==> src/hw/alarm_monitor_pkg.sv <==
// constants and types for the circuit 1 alarm monitor
package alarm_monitor_pkg;
    // readings are signed tenths of a bar or of a degree
    typedef logic signed [15:0] reading_t;
    typedef logic signed [16:0] wide_t;
    typedef logic [7:0] func_code_t;
    typedef logic [15:0] seconds_t;

    localparam int NUM_COMP = 8;
    localparam int NUM_FANS = 8;
    localparam int NUM_DI = 8;
    localparam int NUM_AI = 4;

    // release differentials in tenths: 0.3 bar and 1 degree
    localparam wide_t DIFF_BAR = 17'sh00003;
    localparam wide_t DIFF_TEMP = 17'sh0000a;

    // configured input functions
    localparam func_code_t DI_LIQUID_LEVEL = 8'h6d;
    localparam func_code_t AI_SUCTION = 8'h01;
    localparam func_code_t AI_CONDENSING = 8'h03;

    // superheat action: 0 signals only, 1 also stops compressors
    localparam logic [1:0] SH_ACTION_STOP = 2'h1;

    // clock and time base
    localparam int CLK_HZ = 25_000_000;
    localparam int CLK_PERIOD_NS = 40;
    localparam int FLOOD_TIME_MIN = 90;
    localparam int FLOOD_TIME_S = FLOOD_TIME_MIN * 60;
    localparam int TICK_W = 25;

    // reset values
    localparam logic [NUM_COMP-1:0] ALLOW_ALL = 8'hff;
    localparam seconds_t SEC_ZERO = 16'h0000;
    localparam logic [TICK_W-1:0] TICK_ZERO = 25'h0000000;

    typedef enum logic [1:0] {
        SHED_IDLE = 2'b01,
        SHED_ACTIVE = 2'b10
    } shed_state_t;
endpackage

==> src/hw/circuit_one_alarm_monitor.sv <==
// alarm evaluation and protective actions for refrigeration circuit 1
// How it works
// - high suction alarm at reading >= threshold, clears at threshold minus differential
// - high condenser alarm after condenser delay above threshold, clears with differential
// - condenser alarm with stop option sheds compressors one step per stop-step delay
// - liquid level alarm after input delay while a function 109 input is active
// - liquid level alarm clears at once when that input goes inactive
// - superheat alarm at or below limit, action per setting, clears above limit plus release
// - suction probe alarm on fault of function 1 probe; compressors use fallbacks
// - condensing probe alarm on fault of function 3 probe
// - condensing probe alarm drives fans from the condenser fault fallback
// - both probe alarms clear as soon as the probe reads valid again
// - floodback alarm after superheat below limit for 90 minutes, clears above limit
// - floodback only warns: buzzer and alarm relay on, compressors keep running unless superheat action 1 stops them
// - booster configuration alarm while no circuit 1 compressor is available
// - booster configuration alarm clears once any compressor is available
`timescale 1ns/100ps
`default_nettype none
module circuit_one_alarm_monitor #(
    parameter int TICK_CYCLES = alarm_monitor_pkg::CLK_HZ,
    parameter int FLOOD_SECONDS = alarm_monitor_pkg::FLOOD_TIME_S
) (
    input wire logic ref_clk,
    input wire logic nrst,
    input wire alarm_monitor_pkg::reading_t suction_reading,
    input wire logic suction_unit_is_temp,
    input wire alarm_monitor_pkg::reading_t suction_setpoint,
    input wire alarm_monitor_pkg::reading_t high_suction_offset,
    input wire logic suction_threshold_selection,
    input wire alarm_monitor_pkg::reading_t condenser_reading,
    input wire logic condenser_unit_is_temp,
    input wire alarm_monitor_pkg::reading_t condenser_setpoint,
    input wire alarm_monitor_pkg::reading_t high_condenser_offset,
    input wire logic condenser_threshold_selection,
    input wire alarm_monitor_pkg::seconds_t condenser_alarm_delay,
    input wire logic condenser_compressor_stop_option,
    input wire alarm_monitor_pkg::seconds_t compressor_stop_step_delay,
    input wire logic [7:0] di_active,
    input wire logic [7:0][7:0] digital_input_function,
    input wire alarm_monitor_pkg::seconds_t liquid_input_delay,
    input wire alarm_monitor_pkg::reading_t superheat,
    input wire alarm_monitor_pkg::reading_t superheat_limit,
    input wire alarm_monitor_pkg::reading_t superheat_release_differential,
    input wire logic [1:0] superheat_action_setting,
    input wire logic [3:0] ai_fault,
    input wire logic [3:0][7:0] analogue_input_function,
    input wire logic [7:0] suction_fault_fallback_a,
    input wire logic [7:0] suction_fault_fallback_b,
    input wire logic [7:0] condenser_fault_fallback,
    input wire logic [7:0] compressor_request,
    input wire logic [7:0] compressor_available,
    input wire logic [7:0] fan_request,
    output logic [7:0] compressor_enable,
    output logic [7:0] fan_enable,
    output logic high_suction_alarm,
    output logic high_condenser_alarm,
    output logic liquid_level_alarm,
    output logic superheat_alarm,
    output logic suction_probe_alarm,
    output logic condensing_probe_alarm,
    output logic floodback_alarm,
    output logic booster_configuration_alarm,
    output logic buzzer,
    output logic alarm_relay
);
    localparam logic [24:0] TICK_LAST = 25'(TICK_CYCLES - 1);
    localparam alarm_monitor_pkg::seconds_t FLOOD_LIMIT = 16'(FLOOD_SECONDS);

    // one-second time base
    logic [24:0] tick_cnt_reg, tick_cnt_next;
    logic sec_tick;
    always_comb begin
        sec_tick = (tick_cnt_reg == TICK_LAST);
        tick_cnt_next = sec_tick ? alarm_monitor_pkg::TICK_ZERO : tick_cnt_reg + 25'h0000001;
    end
    always_ff @(posedge ref_clk) begin
        if (!nrst) tick_cnt_reg <= alarm_monitor_pkg::TICK_ZERO;
        else tick_cnt_reg <= tick_cnt_next;
    end

    // input decoding
    logic liquid_in, suction_fault_in, cond_fault_in;
    logic [7:0] di_match;
    logic [3:0] ai_suc, ai_cond;
    genvar gi;
    generate
        for (gi = 0; gi < 8; gi++) begin : g_di
            assign di_match[gi] = di_active[gi] &&
                (digital_input_function[gi] == alarm_monitor_pkg::DI_LIQUID_LEVEL);
        end
        for (gi = 0; gi < 4; gi++) begin : g_ai
            assign ai_suc[gi] = ai_fault[gi] && (analogue_input_function[gi] == alarm_monitor_pkg::AI_SUCTION);
            assign ai_cond[gi] = ai_fault[gi] && (analogue_input_function[gi] == alarm_monitor_pkg::AI_CONDENSING);
        end
    endgenerate
    assign liquid_in = |di_match;
    assign suction_fault_in = |ai_suc;
    assign cond_fault_in = |ai_cond;

    // thresholds
    alarm_monitor_pkg::wide_t hs_thr, hs_rel, hc_thr, hc_rel, suc_w, cond_w, sh_w, sh_lim, sh_rel;
    always_comb begin
        suc_w = 17'(suction_reading);
        cond_w = 17'(condenser_reading);
        sh_w = 17'(superheat);
        sh_lim = 17'(superheat_limit);
        sh_rel = sh_lim + 17'(superheat_release_differential);
        hs_thr = suction_threshold_selection ? 17'(high_suction_offset)
                                             : 17'(suction_setpoint) + 17'(high_suction_offset);
        hs_rel = hs_thr - (suction_unit_is_temp ? alarm_monitor_pkg::DIFF_TEMP : alarm_monitor_pkg::DIFF_BAR);
        hc_thr = condenser_threshold_selection ? 17'(high_condenser_offset)
                                               : 17'(condenser_setpoint) + 17'(high_condenser_offset);
        hc_rel = hc_thr - (condenser_unit_is_temp ? alarm_monitor_pkg::DIFF_TEMP : alarm_monitor_pkg::DIFF_BAR);
    end

    // counts whole seconds while the condition holds, saturating
    function automatic alarm_monitor_pkg::seconds_t sec_count(input logic cond,
            input alarm_monitor_pkg::seconds_t cnt, input logic tick);
        alarm_monitor_pkg::seconds_t r;
        r = cnt;
        if (!cond) r = alarm_monitor_pkg::SEC_ZERO;
        else if (tick && cnt != 16'hffff) r = cnt + 16'h0001;
        return r;
    endfunction

    // the free running time base may cut the first second short,
    // so a delay of d seconds waits for d+1 ticks; zero means at once
    function automatic logic elapsed(input alarm_monitor_pkg::seconds_t cnt,
            input alarm_monitor_pkg::seconds_t limit);
        return (limit == alarm_monitor_pkg::SEC_ZERO) || (cnt > limit) || (cnt == 16'hffff);
    endfunction

    // alarm flags and their timers
    logic hs_reg, hs_next, hc_reg, hc_next, ll_reg, ll_next, sh_reg, sh_next;
    logic fb_reg, fb_next, sp_reg, sp_next, cp_reg, cp_next, bo_reg, bo_next;
    alarm_monitor_pkg::seconds_t hc_cnt_reg, hc_cnt_next, ll_cnt_reg, ll_cnt_next, fb_cnt_reg, fb_cnt_next;
    always_comb begin
        hs_next = hs_reg;
        if (suc_w >= hs_thr) hs_next = 1'b1;
        else if (suc_w <= hs_rel) hs_next = 1'b0;

        hc_cnt_next = sec_count(cond_w >= hc_thr, hc_cnt_reg, sec_tick);
        hc_next = hc_reg;
        if (cond_w >= hc_thr && elapsed(hc_cnt_reg, condenser_alarm_delay)) hc_next = 1'b1;
        else if (cond_w <= hc_rel) hc_next = 1'b0;

        ll_cnt_next = sec_count(liquid_in, ll_cnt_reg, sec_tick);
        ll_next = liquid_in && (ll_reg || elapsed(ll_cnt_reg, liquid_input_delay));

        sh_next = sh_reg;
        if (sh_w <= sh_lim) sh_next = 1'b1;
        else if (sh_w > sh_rel) sh_next = 1'b0;

        fb_cnt_next = sec_count(sh_w < sh_lim, fb_cnt_reg, sec_tick);
        fb_next = fb_reg;
        if (sh_w < sh_lim && elapsed(fb_cnt_reg, FLOOD_LIMIT)) fb_next = 1'b1;
        else if (sh_w > sh_lim) fb_next = 1'b0;

        sp_next = suction_fault_in;
        cp_next = cond_fault_in;
        bo_next = ~|compressor_available;
    end

    always_ff @(posedge ref_clk) begin
        if (!nrst) begin
            hs_reg <= 1'b0;
            hc_reg <= 1'b0;
            ll_reg <= 1'b0;
            sh_reg <= 1'b0;
            fb_reg <= 1'b0;
            sp_reg <= 1'b0;
            cp_reg <= 1'b0;
            bo_reg <= 1'b0;
            hc_cnt_reg <= alarm_monitor_pkg::SEC_ZERO;
            ll_cnt_reg <= alarm_monitor_pkg::SEC_ZERO;
            fb_cnt_reg <= alarm_monitor_pkg::SEC_ZERO;
        end else begin
            hs_reg <= hs_next;
            hc_reg <= hc_next;
            ll_reg <= ll_next;
            sh_reg <= sh_next;
            fb_reg <= fb_next;
            sp_reg <= sp_next;
            cp_reg <= cp_next;
            bo_reg <= bo_next;
            hc_cnt_reg <= hc_cnt_next;
            ll_cnt_reg <= ll_cnt_next;
            fb_cnt_reg <= fb_cnt_next;
        end
    end

    // stepwise compressor shedding on high condenser alarm
    alarm_monitor_pkg::shed_state_t shed_reg, shed_next;
    logic [7:0] allow_reg, allow_next, running, lowest;
    alarm_monitor_pkg::seconds_t step_cnt_reg, step_cnt_next;
    always_comb begin
        shed_next = shed_reg;
        allow_next = allow_reg;
        step_cnt_next = step_cnt_reg;
        running = compressor_enable & allow_reg;
        lowest = running & (~running + 8'h01);
        unique case (shed_reg)
            alarm_monitor_pkg::SHED_IDLE: begin
                if (hc_reg && condenser_compressor_stop_option) begin
                    shed_next = alarm_monitor_pkg::SHED_ACTIVE;
                    allow_next = allow_reg & ~lowest;
                    step_cnt_next = alarm_monitor_pkg::SEC_ZERO;
                end
            end
            alarm_monitor_pkg::SHED_ACTIVE: begin
                if (!hc_reg || !condenser_compressor_stop_option) begin
                    shed_next = alarm_monitor_pkg::SHED_IDLE;
                    allow_next = alarm_monitor_pkg::ALLOW_ALL;
                end else if (elapsed(step_cnt_reg, compressor_stop_step_delay)) begin
                    allow_next = allow_reg & ~lowest;
                    step_cnt_next = alarm_monitor_pkg::SEC_ZERO;
                end else if (sec_tick) begin
                    step_cnt_next = step_cnt_reg + 16'h0001;
                end
            end
        endcase
    end
    always_ff @(posedge ref_clk) begin
        if (!nrst) begin
            shed_reg <= alarm_monitor_pkg::SHED_IDLE;
            allow_reg <= alarm_monitor_pkg::ALLOW_ALL;
            step_cnt_reg <= alarm_monitor_pkg::SEC_ZERO;
        end else begin
            shed_reg <= shed_next;
            allow_reg <= allow_next;
            step_cnt_reg <= step_cnt_next;
        end
    end

    // registered outputs
    logic [7:0] comp_next, fan_next, comp_base;
    logic buzz_next, relay_next;
    always_comb begin
        // fallbacks a force on, b force off while the suction probe is lost
        comp_base = sp_next ? ((compressor_request | suction_fault_fallback_a) & ~suction_fault_fallback_b)
                            : compressor_request;
        comp_next = comp_base & compressor_available & allow_next;
        if (sh_next && superheat_action_setting == alarm_monitor_pkg::SH_ACTION_STOP) comp_next = 8'h00;
        fan_next = cp_next ? condenser_fault_fallback : fan_request;
        // floodback never touches compressors, it only signals
        buzz_next = fb_next || hs_next || hc_next || ll_next || sh_next || sp_next || cp_next || bo_next;
        relay_next = buzz_next;
    end
    always_ff @(posedge ref_clk) begin
        if (!nrst) begin
            compressor_enable <= 8'h00;
            fan_enable <= 8'h00;
            buzzer <= 1'b0;
            alarm_relay <= 1'b0;
        end else begin
            compressor_enable <= comp_next;
            fan_enable <= fan_next;
            buzzer <= buzz_next;
            alarm_relay <= relay_next;
        end
    end
    assign high_suction_alarm = hs_reg;
    assign high_condenser_alarm = hc_reg;
    assign liquid_level_alarm = ll_reg;
    assign superheat_alarm = sh_reg;
    assign suction_probe_alarm = sp_reg;
    assign condensing_probe_alarm = cp_reg;
    assign floodback_alarm = fb_reg;
    assign booster_configuration_alarm = bo_reg;
endmodule // circuit_one_alarm_monitor
`default_nettype wire

==> config.mk <==
export PLATFORM = sky130hd
export DESIGN_NAME = circuit_one_alarm_monitor
export DESIGN_NICKNAME = d
export VERILOG_FILES = /design/src/hw/alarm_monitor_pkg.sv /design/src/hw/circuit_one_alarm_monitor.sv
export SDC_FILE = /design/constraint.sdc
export NUM_CORES = 1
export LEC_CHECK = 0
export ABC_AREA = 0
export BUFFER_PORTS_ARGS = -buffer_cell sky130_fd_sc_hd__buf_2
export CAP_MARGIN = 20
export CORE_UTILIZATION = 50
export DETAILED_ROUTE_END_ITERATION = 10
export GPL_ROUTABILITY_DRIVEN = 0
export GPL_TIMING_DRIVEN = 0
export PLACE_DENSITY_LB_ADDON = 0.3
export SLEW_MARGIN = 20
export SYNTH_ARGS = -nofsm -noshare
export SYNTH_HDL_FRONTEND = slang
export SYNTH_SLANG_ARGS = --single-unit
export TNS_END_PERCENT = 100
==> constraint.sdc <==
create_clock -name ref_clk -period 18.52 [get_ports ref_clk]
set_input_delay 5.556 -clock ref_clk [delete_from_list [all_inputs] [get_ports ref_clk]]
set_output_delay 5.556 -clock ref_clk [all_outputs]
set_load 0.03 [all_outputs]
# Word-level counts from Yosys, hierarchy flattened
# Index checks and enable logic that the tools add are counted.
[op_classes]
n_addsub = 11
n_lt_le_gt_ge = 12
n_eq_ne = 31
muxes = 26
bitwise_logic = 11
reduce_logical = 57
[op_table]
columns = ["operator", "count"]
rows = [
  ["16-bit by 1-bit adder with 16-bit output (second input constant)", 4],
  ["16-bit equality test (second input constant)", 4],
  ["8-bit by 7-bit equality test with 1-bit output (second input constant)", 8],
  ["16-bit > comparator", 4],
  ["16-bit two-way mux", 4],
  ["16-bit by 16-bit adder with 17-bit output", 3],
  ["8-bit bitwise AND", 6],
  ["16-bit zero test", 3],
  ["16-bit inequality test (second input constant)", 3],
  ["8-bit two-way mux", 5],
  ["16-bit by 17-bit >= comparator with 1-bit output", 2],
  ["16-bit by 17-bit <= comparator with 1-bit output", 2],
  ["17-bit two-way mux", 2],
  ["17-bit by 5-bit subtractor with 17-bit output", 2],
  ["8-bit by 1-bit equality test with 1-bit output (second input constant)", 4],
  ["8-bit by 2-bit equality test with 1-bit output (second input constant)", 4],
  ["16-bit one-hot mux with 2 select lines", 1],
  ["25-bit by 1-bit adder with 25-bit output (second input constant)", 1],
  ["25-bit equality test (second input constant)", 1],
  ["1-bit logical AND", 24],
  ["8-bit inverter", 3],
  ["16-bit by 17-bit > comparator with 1-bit output", 1],
  ["16-bit by 13-bit > comparator with 1-bit output (second input constant)", 1],
  ["16-bit <= comparator", 1],
  ["20 further kinds", 55],
]
[word_totals]
ff_bits = 124
out_inout_bits = 26
elab_cells = 166

# Logic depth before layout (Yosys ltp)
# Gate-level depths: netlist (run 1).
[logic_depth]
word_depth = 13
ltp_mapped = 23
depth_no_buf = 23

# Least setup slack after synthesis (run 1)
# No wires, ideal clock.
[synth_path]
path_kind = "input -> register"
startpoint = "input port condenser_setpoint[0]"
endpoint = "register alarm_relay"
setup_ps = 134
arrival_ps = 9788
required_ps = 18386
path_slack_ps = 8598
cell_stages = 20
n_path_buf = 0
path_cell_list = "ha_1 fa_1 mux2i_1 inv_1 ha_1 nand2b_1 a21oi_1 nand3_1 or3_4 nor3b_4 nand4_2 xor2_1 ha_1 nand3_1 nor2_1 nand2_1 or4_1 o2111ai_1 o22ai_1 or4_1"
[synth_between]
elab_chain_len = 12
word_cells_on_any_way = 14
[synth_lines]
columns = ["element", "line_no", "text"]
rows = [
  ["from (decl)", "circuit_one_alarm_monitor.sv:32", "input wire alarm_monitor_pkg::reading_t condenser_setpoint,"],
  ["16-bit by 16-bit adder with 17-bit output (*)", "circuit_one_alarm_monitor.sv:112", ": 17'(condenser_setpoint) + 17'(high_condenser_offset);"],
  ["17-bit two-way mux (*)", "circuit_one_alarm_monitor.sv:111", "hc_thr = condenser_threshold_selection ? 17'(high_condenser_offset)"],
  ["17-bit by 5-bit subtractor with 17-bit output", "circuit_one_alarm_monitor.sv:113", "hc_rel = hc_thr - (condenser_unit_is_temp ? alarm_monitor_pkg::DIFF_TEMP : alarm_monitor_pkg::DIFF_BAR);"],
  ["16-bit by 17-bit <= comparator with 1-bit output", "circuit_one_alarm_monitor.sv:145", "else if (cond_w <= hc_rel) hc_next = 1'b0;"],
  ["1-bit two-way mux", "circuit_one_alarm_monitor.sv:145", ""],
  ["1-bit two-way mux (*)", "circuit_one_alarm_monitor.sv:144", "if (cond_w >= hc_thr && elapsed(hc_cnt_reg, condenser_alarm_delay)) hc_next = 1'b1;"],
  ["1-bit logical OR (*) (6 in series)", "circuit_one_alarm_monitor.sv:246", "buzz_next = fb_next || hs_next || hc_next || ll_next || sh_next || sp_next || cp_next || bo_next;"],
  ["to (signal assigned)", "circuit_one_alarm_monitor.sv:259", "alarm_relay <= relay_next;"],
  ["to (decl)", "circuit_one_alarm_monitor.sv:64", "output logic alarm_relay"],
]
# Mark *: on every way between the ends. The rest lies on a longest branch, timed or not.
# A chain may end at the register's enable or synchronous reset.

# Worst setup path after layout (run 1)
[layout_path]
startpoint = "input port suction_threshold_selection"
endpoint = "register alarm_relay"
[layout_between]
elab_chain_len = 12
word_cells_on_any_way = 13
[layout_lines]
columns = ["element", "line_no", "text"]
rows = [
  ["from (decl)", "circuit_one_alarm_monitor.sv:29", "input wire logic suction_threshold_selection,"],
  ["17-bit two-way mux (*)", "circuit_one_alarm_monitor.sv:108", "hs_thr = suction_threshold_selection ? 17'(high_suction_offset)"],
  ["17-bit by 5-bit subtractor with 17-bit output", "circuit_one_alarm_monitor.sv:110", "hs_rel = hs_thr - (suction_unit_is_temp ? alarm_monitor_pkg::DIFF_TEMP : alarm_monitor_pkg::DIFF_BAR);"],
  ["16-bit by 17-bit <= comparator with 1-bit output", "circuit_one_alarm_monitor.sv:140", "else if (suc_w <= hs_rel) hs_next = 1'b0;"],
  ["1-bit two-way mux", "circuit_one_alarm_monitor.sv:140", ""],
  ["1-bit two-way mux (*)", "circuit_one_alarm_monitor.sv:139", "if (suc_w >= hs_thr) hs_next = 1'b1;"],
  ["1-bit logical OR (*) (7 in series)", "circuit_one_alarm_monitor.sv:246", ""],
]
# Marks and branches as above.

==> results.md, run 1 <==
* Total track usage at 27.7%
* Seq cells post-synth at 124
* Internal reg-to-reg setup slack at roughly 15000 ps
* Die extent in x at 160 um
* IO Port Bufs at around 380
* Slowest stage delay, CP at about 520 ps
* CTS clk-pin slew, worst paths at ~60 ps
* Vias/cell at ~5.6
* Max Clk Rate at 96.9 MHz
* Hold path depth at 1
* Global-route wire length before repair at 58.1 mm
* Top delay family on crit path: compound AO/OA/AOI/OAI gates
* Crit share post-route at a little under three fifths
* Minimum clock period at just over 10000 ps
* CP endpoint kind: flop
* Reg2reg path depth at 11
* Least-Margin Pin Slew at between 900 and 1000 ps
* Post-CTS setup buffers at 0
* Pwr Total at 0.000966 W
* Startpoint types: primary input
* CP Max Fanout at 10
* Skew final at 7.11 ps
* Crit-path cells: buf_2, clkbuf_1, clkbuf_1, mux2_2, inv_1, ha_1, inv_1, ha_1, nand2b_1, a21oi_1, and2_1, nand3_1, and4bb_1, xor2_1, ha_1, inv_1, a2111oi_0, o21ai_0, o21ai_0, o311a_1, o211ai_1, o2bb2ai_1, or4_1
* Skew-Pair Late Insertion Delay at around 420 ps
* Predominant post-synthesis flop cell: dfxtp_1
* Die area at ~26000 sq um
* Post-Syn Instances at ~1600
* Final setup fails at 0
* Max-cap violation count at 0
* Seq/Total Area, Yosys at 19.8%
* Initial core utilization at around half
* Routed len/inst at roughly 16 um
* Async set-reset flop share out of synthesis at 0%
* Setup TNS Final at 0 ps
* Critical Path RT at between 15000 and 20000 ps
* Hold Fails Final Rpt at 0
* Largest cells by area after synthesis: ha_1, dfxtp_1, xnor2_1, nor2_1, xor2_1
* Worst Hold End: allow_reg[7]
* Start point of the critical path: suction_threshold_selection
* Share of cells above drive strength 1 at 23.0%
* Syn nets at about 2100
* Total gr overflow at 0
* Synth warnings at 0
* Worst endpoint data arrival time at between 10000 and 15000 ps
* I/O pin count at 383
* Worst min path class: reg2reg
* Max Transition Viols Final at 0
* Drt first pass iters at 5
* Synth Area per Inst at ~8.0 sq um
* Routed wire length at between 30 and 40 mm
* Vias at roughly 13000
* Post-DRT Antenna Nets at 0
* Layout Area Growth over Synthesis at 24.0%
* Worst rel slew slack at between 30 and 40%
* Core Region at 24500 sq um
* Clock buffer count from CTS at 17
* RR Endpoint: ll_cnt_reg[13]
* Hold bufs inserted after CTS at 0
* Most frequent cells after synthesis: ha_1, nor2_1, dfxtp_1, inv_1, nand2_1
* Row cnt at 57
* CTS sink cnt at roughly 120
* Cell taking the most area after synthesis: ha_1
* Final HPWL DP at about 30 mm
* Number of synthesized flops with an enable pin at 0
* DRC Markers at 0
* Leakage at 7.37 nW
* CP bufs+invs at 6
* Vias in the first global route at 12800
* TritonCTS clock tree: done
* Drt first-iter violations at ~490
* Clock tree buffer depth at 2
* Yosys top cell area share at between 20% and 30%
* Clk Tree Root Cell: clkbuf_16
* Count leader, synth: ha_1
* PD cells at ~62 nW/um^2
* Critical path class: in2reg
* Reg-to-reg startpoint: tick_cnt_reg[0]
* Critical hold path startpoint: allow_reg[7]
* Nets at 2536
* Peak VDD IR at between 40 and 50 uV
* RSZ-0062 raised after global routing: false
* CP max stage cell: or4_1
* Outcome: finished, final reports clean
* CTS H-tree lvls at 4
* Count of distinct cell types in the synthesized netlist at 92
* Largest net degree at the start of global routing at 17
* Initial antenna violation count at 5
* Area of the mapped netlist at around 13000 sq um
* Cts repair resizes at 0
* Die Y at roughly 160 um
* Largest register FFs at 25
worst max-delay path by stage:
| stage | slack (ps) | depth (start not counted) | to |
|---|---|---|---|
| 6_report | 8200 | 23 | alarm_relay |
| 5_1_grt | 7710 | 23 | alarm_relay |
| 4_1_cts | 8200 | 23 | alarm_relay |
| 3_5_place_dp | 7790 | 23 | alarm_relay |
| 3_3_place_gp | 7890 | 23 | alarm_relay |
| 2_1_floorplan | 8600 | 20 | alarm_relay |
placed cells by master (no fill, tap or decap), types with 5 or more instances in the layout:
| cell | Yosys | layout |
|---|---|---|
| buf_2 | 3 | 385 |
| ha_1 | 205 | 205 |
| nor2_1 | 148 | 148 |
| dfxtp_1 | 124 | 124 |
| inv_1 | 116 | 116 |
| nand2_1 | 112 | 112 |
| a21oi_1 | 88 | 88 |
| o21ai_0 | 70 | 70 |
| nand3_1 | 70 | 70 |
| xnor2_1 | 68 | 68 |
| xor2_1 | 58 | 58 |
| nand4_1 | 54 | 54 |
| a21o_1 | 46 | 46 |
| nor3_1 | 27 | 27 |
| nor2b_1 | 26 | 26 |
| and3_1 | 25 | 25 |
| nor4_1 | 24 | 24 |
| clkbuf_1 | 19 | 20 |
| a211oi_1 | 20 | 20 |
| or3_1 | 19 | 19 |
| mux2i_1 | 17 | 17 |
| clkbuf_16 | 0 | 17 |
| nand2b_1 | 16 | 16 |
| o21ai_1 | 15 | 15 |
| o21a_1 | 15 | 15 |
| and2_1 | 14 | 14 |
| nor4bb_1 | 13 | 13 |
| nor4b_1 | 11 | 11 |
| o21bai_1 | 7 | 7 |
| a31oi_1 | 7 | 7 |
| nor3b_1 | 7 | 7 |
| a2111oi_0 | 7 | 7 |
| or4_1 | 6 | 6 |
| diode_2 | 0 | 5 |
| clkbuf_8 | 1 | 5 |
| bufinv_16 | 0 | 5 |
power breakdown:
| part | internal (W) | switching [W] |
|---|---|---|
| Clock | 0.000253 | 0.000121 |
| Combinational | 0.000142 | 0.000175 |
| Sequential | 0.000272 | 0.00000357 |
| Total | 0.000667 | 0.000300 |
area by class of cell:
type,count,area (sq um)
clock buffer,22,484
timing repair buffer,382,1910
inverter,117,439
sequential,124,2480
antenna,5,12.5
clock inverter,10,185
fill,2147,8920
tap,324,405
multi-input combinational,1303,9500
buffer,26,126
metrics by stage:
stage | utilization, % | instances | hold WS (ps) | cell area, sq um | worst slack (ps)
finish | 63.5 | 2313 | 470 | 15500 | 8200
global route | 63.5 | 2312 | 505 | 15500 | 7710
CTS | 63.5 | 2308 | 470 | 15500 | 8200
detailed placement | 60.7 | 2276 | 454 | 14900 | 7790
global placement | 60.7 | 2275 | 445 | 14800 | 7890
floorplan | - | 1570 | 426 | 12500 | 8600
logic make-up (layout without fill, tap and decap cells):
family / count (synthesis) / after routing / share of synthesized area (%)
flops: 124 / 124 / 19.8
other cells: 0 / 5 / 0
fa+ha+maj: 208 / 208 / 21.0
buf+inv: 143 / 557 / 4.51
mux: 26 / 26 / 2.42
simple gates: 595 / 595 / 24.8
xor+xnor: 126 / 126 / 8.81
compound gates: 348 / 348 / 18.7
routing by layer:
| metal | vias up | wire length, um | global-route usage, % |
|---|---|---|---|
| met5 | - | 0 | 0 |
| met4 | 0 | 1560 | 13.0 |
| met3 | 90 | 1960 | 5.53 |
| met2 | 400 | 17600 | 50.6 |
| met1 | 5913 | 14900 | 30.6 |
| li1 | 6562 | - | - |
(Power assumes the default switching activity.)
==> inputs of run 2 (changes only) <==
- ABC_AREA: 0 -> 1
- CORE_UTILIZATION: 50 -> 49
- clock period: 18.52 -> 9.4 ns (I/O delays scaled with it)
==> run 2 against run 1 <==
Effect of this change:
- critical path depth is 2 higher
- highest routed layer unchanged
- wire length grew 17%
- first-iteration DRC count is 100% higher
- via count grew 22%
- critical path type unchanged
- sequential share of layout area fell by 1.2 points
- combinational power is 110% higher
- register-to-register slack worse by 8600 ps
- total power rose by 93%
==> results.md, run 2 <==
* Initial core utilization at 49.8% (was 51.2%)
* Peak VDD IR at 130 uV (was 46.9 uV)
* Skew final at 11.4 ps (was 7.11 ps)
* Global-route wire length before repair at 68.1 mm (was 58.1 mm)
* Routed len/inst at 14.2 um (was 15.6 um)
* Final setup fails at 0 (unchanged)
* Worst min path class: reg2reg (unchanged)
* Total track usage at 29.1% (was 27.7%)
* Post-CTS setup buffers at 0 (unchanged)
* Skew-Pair Late Insertion Delay at 420 ps (about the same)
* Post-route insts no fill at 2966 (was 2313)
* Critical path class: in2reg (unchanged)
* Most frequent cells after synthesis: nand2_1, inv_1, ha_1, nor2_1, a21oi_1 (was ha_1, nor2_1, dfxtp_1, inv_1, nand2_1)
* Count leader, synth: nand2_1 (was ha_1)
* Max-cap violation count at 0 (unchanged)
* Yosys top cell area share at 18.5% (was 20.5%)
* Initial antenna violation count at 3 (was 5)
* Clock buffer count from CTS at 17 (unchanged)
* Worst rel slew slack at 41.2% (was 39.0%)
* PD cells at 111 nW/um^2 (was 62.2 nW/um^2)
* Synth Area per Inst at 6.36 sq um (was 7.98 sq um)
* Seq/Total Area, Yosys at 17.9% (was 19.8%)
* FILL cells at 2713 (was 2147)
* Critical Path RT at 9690 ps (was 18810 ps)
* Total gr overflow at 0 (unchanged)
* Reg-to-reg startpoint: step_cnt_reg[15] (was tick_cnt_reg[0])
* Startpoint types: primary input (unchanged)
* Async set-reset flop share out of synthesis at 0% (unchanged)
* IO Port Bufs at 379 (was 381)
* Internal reg-to-reg setup slack at 6820 ps (was 15440 ps)
* Share of cells above drive strength 1 at 18.6% (was 23.0%)
* Area of the mapped netlist at 13800 sq um (was 12500 sq um)
* Dpl cells at 2933 (was 2276)
* Die Y at 170 um (was 160 um)
* Count of distinct cell types in the synthesized netlist at 63 (was 92)
* Setup TNS Final at 0 ps (unchanged)
* Leakage at 8.57 nW (was 7.37 nW)
* Sequential cell area at 2480 sq um (unchanged)
* Drt first-iter violations at 988 (was 494)
* Drt first pass iters at 8 (was 5)
* Layout Area Growth over Synthesis at 21.4% (was 24.0%)
* Nets at 3139 (was 2536)
* Cts repair resizes at 0 (unchanged)
* Worst endpoint data arrival time at 7270 ps (was 10610 ps)
* Seq cells post-synth at 124 (unchanged)
* Worst Hold End: tick_cnt_reg[0] (was allow_reg[7])
* Number of synthesized flops with an enable pin at 0 (unchanged)
* Hold bufs inserted after CTS at 0 (unchanged)
* Hold path depth at 1 (unchanged)
* Max Transition Viols Final at 0 (unchanged)
* CTS clk-pin slew, worst paths at 60 ps (about the same)
* Critical hold path startpoint: tick_cnt_reg[0] (was allow_reg[7])
* Max Clk Rate at around 140 MHz
* Syn nets at 2741 (was 2135)
* Final hold slack at 443 ps (was 470 ps)
* Post-Syn Instances at 2176 (was 1570)
* Reg2reg path depth at 11 (unchanged)
* Cell taking the most area after synthesis: ha_1 (unchanged)
* CP Max Fanout at 10 (unchanged)
* Hold Fails Final Rpt at 0 (unchanged)
* Post-DRT Antenna Nets at 0 (unchanged)
* I/O pin count at 383 (unchanged)
* Synth warnings at 0 (unchanged)
* CP endpoint kind: flop (unchanged)
* Predominant post-synthesis flop cell: dfxtp_1 (unchanged)
* Outcome: finished, final reports clean (unchanged)
* CTS sink cnt at 124 (unchanged)
* Routed wire length at 42.2 mm (was 36.0 mm)
* Clock tree buffer depth at 2 (unchanged)
* Largest register FFs at 25 (unchanged)
* Crit share post-route at between 70% and 80%
* Vias in the first global route at 14900 (was 12800)
* Least-Margin Pin Slew at 883 ps (was 916 ps)
* Row cnt at 61 (was 57)
* Vias at 15800 (was 13000)
* Vias/cell at 5.33 (was 5.61)
* Final HPWL DP at 35.8 mm (was 30.4 mm)
* RR Endpoint: step_cnt_reg[0] (was ll_cnt_reg[13])
* Clk Tree Root Cell: clkbuf_16 (unchanged)
* Largest net degree at the start of global routing at 17 (unchanged)
* CTS H-tree lvls at 4 (unchanged)
* Core Region at 27800 sq um (was 24500 sq um)
* Die extent in x at 170 um (was 160 um)
* Leading cell type in the layout, fill and taps excluded: nand2_1 (was buf_2)
* Most frequent cells in the layout: nand2_1, buf_2, inv_1 (was buf_2, ha_1, nor2_1)
* Minimum clock period at 6980 ps
* Largest cells by area after synthesis: ha_1, dfxtp_1, nand2_1, inv_1, a21oi_1 (was ha_1, dfxtp_1, xnor2_1, nor2_1, xor2_1)
* DRC Markers at 0 (unchanged)
* Multi-input logic area at 9880 sq um (was 9500 sq um)
* Die area at 28900 sq um (was 25700 sq um)
* RSZ-0062 raised after global routing: false (unchanged)
* TritonCTS clock tree: done (unchanged)
[run 2: layer usage]
metal	up-vias	share of wire [%]	GRT usage, %
li1	8099	-	-
met1	7025	41	33.6
met2	601	48	52.2
met3	96	7.1	5.44
met4	0	3.6	12.5
met5	-	0	0
[run 2: stage by stage]
| step | cell area, sq um | utilization [%] | setup slack [ps] | power [W] |
|---|---|---|---|---|
| after floorplan | 13800 | - | 3060 | 0.000985 |
| after global placement | 16200 | 58.4 | 2110 | 0.00118 |
| after detailed placement | 16200 | 58.4 | 2010 | 0.00120 |
| after CTS | 16800 | 60.5 | 2460 | 0.00187 |
| after global routing | 16800 | 60.5 | 2010 | 0.00199 |
| final | 16800 | 60.5 | 2420 | 0.00186 |
[run 2: logic make-up (layout without fill, tap and decap cells)]
group | after synthesis | count (layout) | share of synthesized area (%)
simple gates | 1045 | 1045 | 34.5
buf+inv | 390 | 799 | 10.7
compound gates | 354 | 354 | 14.5
fa+ha+maj | 208 | 208 | 19.0
flops | 124 | 124 | 17.9
xor+xnor | 55 | 55 | 3.48
other cells | 0 | 3 | 0
[run 2: worst max-delay path by stage]
stage | slack (ps) | to | cells past startpoint | startpoint
global route | 2010 | alarm_relay | 25 | condenser_threshold_selection
finish | 2420 | alarm_relay | 25 | condenser_threshold_selection
CTS | 2460 | alarm_relay | 25 | condenser_threshold_selection
global placement | 2110 | alarm_relay | 28 | condenser_threshold_selection
detailed placement | 2010 | alarm_relay | 25 | condenser_threshold_selection
floorplan | 3060 | alarm_relay | 27 | suction_setpoint[2]
[run 2: where the power goes]
part,switching (W),total (W),internal [W],leakage (nW)
clock,0.000229,0.000662,0.000434,0.293
sequential,0.00000801,0.000545,0.000537,1.00
combinational,0.000398,0.000656,0.000258,7.28
[run 2: cell type report]
class,count,share of cell area (%)
multi-input combinational,1662,58.8
tap,378,2.81
inverter,368,8.22
sequential,124,14.8
antenna,3,0.0446
timing repair buffer,379,11.3
buffer,22,0.573
clock buffer,23,2.84
clock inverter,7,0.677
[run 2: critical path: stages]
cell	delay, ps
buf_2	160
inv_1	160
buf_2	250
buf_1	390
nand3_1	130
o21ai_0	140
inv_1	80
ha_1	290
inv_1	100
o21ai_0	180
nor3_1	420
nand3_1	170
xnor2_1	170
ha_1	340
nand4_1	130
nor3_1	210
nand3_1	100
o211ai_1	200
o21ai_0	120
nand2_1	70
nor2_1	60
nor2_1	230
nand3_1	120
nand2_1	100
nand2_1	120
